--- config.mk ---
export PLATFORM = sky130hd
export DESIGN_NAME = flash_shield_window_guard
export DESIGN_NICKNAME = d
export VERILOG_FILES = /design/src/shield_pkg.sv /design/src/flash_shield_window_guard.sv
export SDC_FILE = /design/constraint.sdc
export NUM_CORES = 1
export LEC_CHECK = 0
export ABC_AREA = 1
export BUFFER_PORTS_ARGS = -buffer_cell sky130_fd_sc_hd__buf_2
export CAP_MARGIN = 20
export CORE_UTILIZATION = 47
export CTS_CLUSTER_SIZE = 12
export DETAILED_ROUTE_END_ITERATION = 8
export HOLD_SLACK_MARGIN = 0.05
export PLACE_DENSITY = 0.85
export SYNTH_ARGS = -nofsm -noshare
export SYNTH_HDL_FRONTEND = slang
export SYNTH_SLANG_ARGS = --single-unit
--- constraint.sdc ---
create_clock -name clk -period 2.8 [get_ports clk]
set_clock_uncertainty 0.2 [all_clocks]
set_input_delay 0.28 -clock clk [delete_from_list [all_inputs] [get_ports clk]]
set_output_delay 0.28 -clock clk [all_outputs]
set_load 0.02 [all_outputs]
--- src/shield_pkg.sv ---
// Constants and types for the flash shield window guard.
// Assumes a single 50 MHz clock and byte addresses into on-chip flash.
package shield_pkg;
  localparam int ADDR_W = 20;
  localparam int BLOCK_W = 8;
  // One block is 1 KiB, so the block number starts at address bit ten
  localparam int BLOCK_LSB = 10;
  localparam logic [ADDR_W-1:0] OPT_PRIMARY_BASE = 20'h000C0;
  localparam logic [ADDR_W-1:0] OPT_SWAP_BASE = 20'h010C0;
  localparam logic [1:0] OPT_LAST_INDEX = 2'h3;
  localparam logic [BLOCK_W-1:0] WIN_START_RESET = 8'h00;
  localparam logic [BLOCK_W-1:0] WIN_END_RESET = 8'hFF;
  localparam logic [BLOCK_W-1:0] BOOT0_LAST_RESET = 8'h03;

  typedef enum logic [1:0] {
    CMD_NONE = 2'b00,
    CMD_ERASE = 2'b01,
    CMD_WRITE = 2'b10
  } cmd_type;
endpackage : shield_pkg

--- src/flash_shield_window_guard.sv ---
// Flash shield window guard: checks each erase or write command and passes it on or refuses it.
// Assumes the sequencer holds one command for one cycle and the flash array obeys grant only.
module flash_shield_window_guard
  import shield_pkg::*;
(
  input wire logic clk,
  input wire logic nrst,
  input wire logic self_prog,
  input wire logic boot_swap,
  input wire logic boot0_protect,
  input wire logic win_set,
  input wire logic [BLOCK_W-1:0] win_start_in,
  input wire logic [BLOCK_W-1:0] win_end_in,
  input wire cmd_type cmd,
  input wire logic [ADDR_W-1:0] cmd_addr,
  input wire logic [1:0] opt_index,
  output logic grant,
  output logic refuse,
  output logic [ADDR_W-1:0] grant_addr,
  output logic [ADDR_W-1:0] opt_addr,
  output logic [BLOCK_W-1:0] win_start,
  output logic [BLOCK_W-1:0] win_end
);

  logic [BLOCK_W-1:0] target_block;
  logic in_window;
  logic in_boot0;
  logic allowed;

  ////////////////////////////////////////////////////////////////////////////
  // Window registers, written in any mode
  always_ff @(posedge clk or negedge nrst) begin
    if (!nrst) begin
      win_start <= WIN_START_RESET;
      win_end <= WIN_END_RESET;
    end else if (win_set) begin
      win_start <= win_start_in;
      win_end <= win_end_in;
    end
  end

  ////////////////////////////////////////////////////////////////////////////
  // Command check
  assign target_block = cmd_addr[BLOCK_LSB +: BLOCK_W];
  assign in_window = (target_block >= win_start) && (target_block <= win_end);
  assign in_boot0 = boot0_protect && (target_block <= BOOT0_LAST_RESET);
  // Boot cluster lock applies in every mode, ahead of the window
  assign allowed = !in_boot0 && (!self_prog || in_window);

  always_ff @(posedge clk or negedge nrst) begin
    if (!nrst) begin
      grant <= 1'b0;
      refuse <= 1'b0;
      grant_addr <= '0;
    end else begin
      grant <= (cmd != CMD_NONE) && allowed;
      refuse <= (cmd != CMD_NONE) && !allowed;
      grant_addr <= cmd_addr;
    end
  end

  ////////////////////////////////////////////////////////////////////////////
  // Option byte fetch address; the alternate copy must match the primary
  always_ff @(posedge clk or negedge nrst) begin
    if (!nrst) begin
      opt_addr <= OPT_PRIMARY_BASE;
    end else begin
      opt_addr <= ((self_prog && boot_swap) ? OPT_SWAP_BASE : OPT_PRIMARY_BASE)
        + {{(ADDR_W-2){1'b0}}, opt_index};
    end
  end

  ////////////////////////////////////////////////////////////////////////////
  // Reference terms for the checks, written apart from the datapath
  // so a slip in the compare logic cannot vouch for itself
  logic [BLOCK_W-1:0] chk_block;
  logic chk_below;
  logic chk_above;
  logic chk_boot0;
  logic chk_cmd;
  logic [ADDR_W-1:0] chk_opt_base;

  assign chk_block = cmd_addr[BLOCK_LSB+BLOCK_W-1:BLOCK_LSB];
  assign chk_below = chk_block < win_start;
  assign chk_above = chk_block > win_end;
  assign chk_boot0 = boot0_protect && (chk_block < (BOOT0_LAST_RESET + 8'h01));
  assign chk_cmd = cmd != CMD_NONE;
  assign chk_opt_base = (self_prog && boot_swap) ? OPT_SWAP_BASE : OPT_PRIMARY_BASE;
endmodule : flash_shield_window_guard

==> impl_results.md <==
- Status: finished, final reports clean
- Pint: 1.06 mW
- Max layer used: met4
- Endpoint class of the critical path: flop
- Synth warn: 0
- Ports: 104
- Mapped cell area: 0.00180 sq mm
- Crit Path Class: in -> reg
- Die area: 0.00409 sq mm
- Fmax: 517 MHz
- Max-cap viol count: 0
- First-pass GRT wire length: 6290 um
- Die span in x: 63.9 um
- Final net count: 367
- Core ar.: 0.00366 sq mm
- CTS tree: built
- FP Rows: 22
- Area share of the largest cell type after synthesis: 0.458
- Netlist cell types: 19
- Ant. Diodes: 0
- Initial antenna violation count: 0
- GR Overflow Total: 0
- Vias in the first global route: 1455
- Max clock buf depth: 2
- Syn avg cell area: 10.3 sq um
- HPWL Detailed: 2670 um
- # setup viols final: 0
- Clock power frac: 0.335
- Fin Hold WS: 0.0682 ns
- Final Instance Area: 0.00275 sq mm
- Average wire per standard cell: 11.6 um
- Logic pwr share: 0.220
- Leakage power: 1.49 nW
- Max Slew Vio Count: 0
- CTS root buf: clkbuf_8
- Worst Max-Slew Pin Slew: 0.872 ns
- Metal1 wirelength: 1660 um
- Num CTS Buffers: 5
- Clock sink count: 41
- Layout Cells excl Fill: 354
- Slew margin rel.: 0.419
- Clock H-tree levels: 2
- Final WL: 4110 um
- Placed Area: 0.00221 sq mm
- Power per Cell Area: 537 mW/mm^2
- P_sw: 0.411 mW
- DR DRC count: 0
- Setup tns final: 0 ns
- DR pass1 iterations: 7
- Layout cells sized above 1: 0.346
- DR WL met3: 267 um
- Top-count cell post-synth: nand2_1
- Routed wl met2: 2090 um
- Area growth syn-to-layout: 52.5%
- Setup WS pre-CTS: 1.03 ns
- Post-CTS Hold Buffers: 41
- Post-synthesis async set-or-reset flop share: 1.00
- Maximum vdd drop: 347 uV
- Mapped Cells: 175
- Number of synthesized register bits: 41
- Post-DRT Antenna Nets: 0
- Startpoint types: input pin
- Seq/Total Area, Yosys: 0.575
- Synth area leaders: dfrtp_1 (46%), dfstp_2 (12%), ha_1 (11%)
- Worst setup margin: 0.865 ns
- Core Util, Final: 0.751
- Switching fraction of total power: 0.278
- Number of DRC markers in iteration 0: 70
- Post-synth EDFFs: 0
- Inst Count DP: 304
- Vias per cell: 4.48
- Period utilization: 0.691
- Gpl congestion: 0.790
- # Post-CTS Setup Buffers: 0
- Min cycle time layout: 1.94 ns
- Crit Path Max Fanout: 4
- Hold violation count in the final report: 0
- Post-cts resize count: 0
- Clk_lat worst skew: 0.29 ns
- Clock transition at path regs: 0.08 ns
- CP required: 2.83 ns
- Sequential share of power: 0.445
- PortBufs: 86
- Critical Path AT: 1.97 ns
- Tot Pwr: 1.48 mW
- Type of the worst min-delay path: in -> reg
- Most frequent cells after synthesis: nand2_1 (38), dfrtp_1 (33), inv_1 (23)
- Pin count of the biggest net entering global routing: 42
- Initial core utilization: 0.492
- GRT Util Overall: 0.205
- Yosys top cell by area: dfrtp_1
- Chip height: 63.9 um
- RSZ-0062 raised after global routing: no
- Post-synth top flop: dfrtp_1
- Vias after detailed routing: 1585
[final timing paths]
kind,startpoint,endpoint,slack (ns),cells after the start
max,cmd_addr[15],grant$_DFF_PN0_,0.86,12
min reg2reg,win_end[5]$_DFFE_PN1P_,win_end[5]$_DFFE_PN1P_,0.30,2
min,cmd[1],grant$_DFF_PN0_,0.07,3
max in group asynchronous,nrst,win_start[1]$_DFFE_PN0P_,1.42,2
max reg2reg,win_end[5]$_DFFE_PN1P_,grant$_DFF_PN0_,0.99,11
min in group asynchronous,nrst,grant_addr[16]$_DFF_PN0_,0.44,2
[flip-flops by register name, summed over array words and instances, names as in the netlist]
signal	cells
grant	1
opt_addr	3
win_end	8
refuse	1
win_start	8
grant_addr	20
[logic make-up (layout without fill, tap and decap cells)]
family,after synthesis,in the layout,synth area share
and+or+nand+nor,50,50,0.111
DFF,41,41,0.575
muxes,2,2,0.0125
adders and majority gates,16,16,0.111
other,2,17,0.00417
buffers and inverters,43,159,0.126
AOI/OAI and AO/OA,21,21,0.0611
[per-layer routing]
| layer | global-route usage | vias up |
|---|---|---|
| li1 | - | 770 |
| met1 | 0.232 | 728 |
| met2 | 0.366 | 77 |
| met3 | 0.0518 | 10 |
| met4 | 0.0795 | 0 |
| met5 | 0 | - |
[area by class of cell]
cell class / count / area (sq um)
fill: 238 / 911
inverter: 23 / 86.3
tap: 48 / 60.1
multi-input combinational: 106 / 597
sequential: 41 / 1040
timing repair buffer: 128 / 851
clock inverter: 2 / 37.5
clock buffer: 6 / 82.6
[worst max-delay path, stage by stage]
cell           delay, ns
dlygate4sd3_1       0.54
buf_2               0.16
ha_1                0.31
a21oi_1             0.15
nor2_1              0.07
nor2_1              0.09
nand2_1             0.06
nand2_1             0.06
nand2_1             0.05
nand2_1             0.07
nand2_1             0.07
nor2_2              0.07
[cell usage in the layout, fill, tap and decap left out]
cell type	n
buf_2	86
dlygate4sd3_1	42
nand2_1	38
dfrtp_1	33
inv_1	23
conb_1	17
ha_1	16
o21ai_0	14
dfstp_2	8
nor2_1	6
clkbuf_8	6
a21oi_1	5
nor2_2	2
nand3_1	2
mux2_2	2
a21o_1	1
nand4_1	1
o21a_1	1
nor4_1	1
clkinvlp_4	1
bufinv_16	1
[power by group through the flow]
stage,Clock (mW),Combinational (mW),Sequential [mW]
floorplan,0,0.129,0.724
global placement,0,0.269,0.665
detailed placement,0,0.278,0.668
CTS,0.498,0.322,0.657
global route,0.534,0.359,0.662
finish,0.495,0.324,0.657
Note: power is estimated with default switching activity, not from simulation.
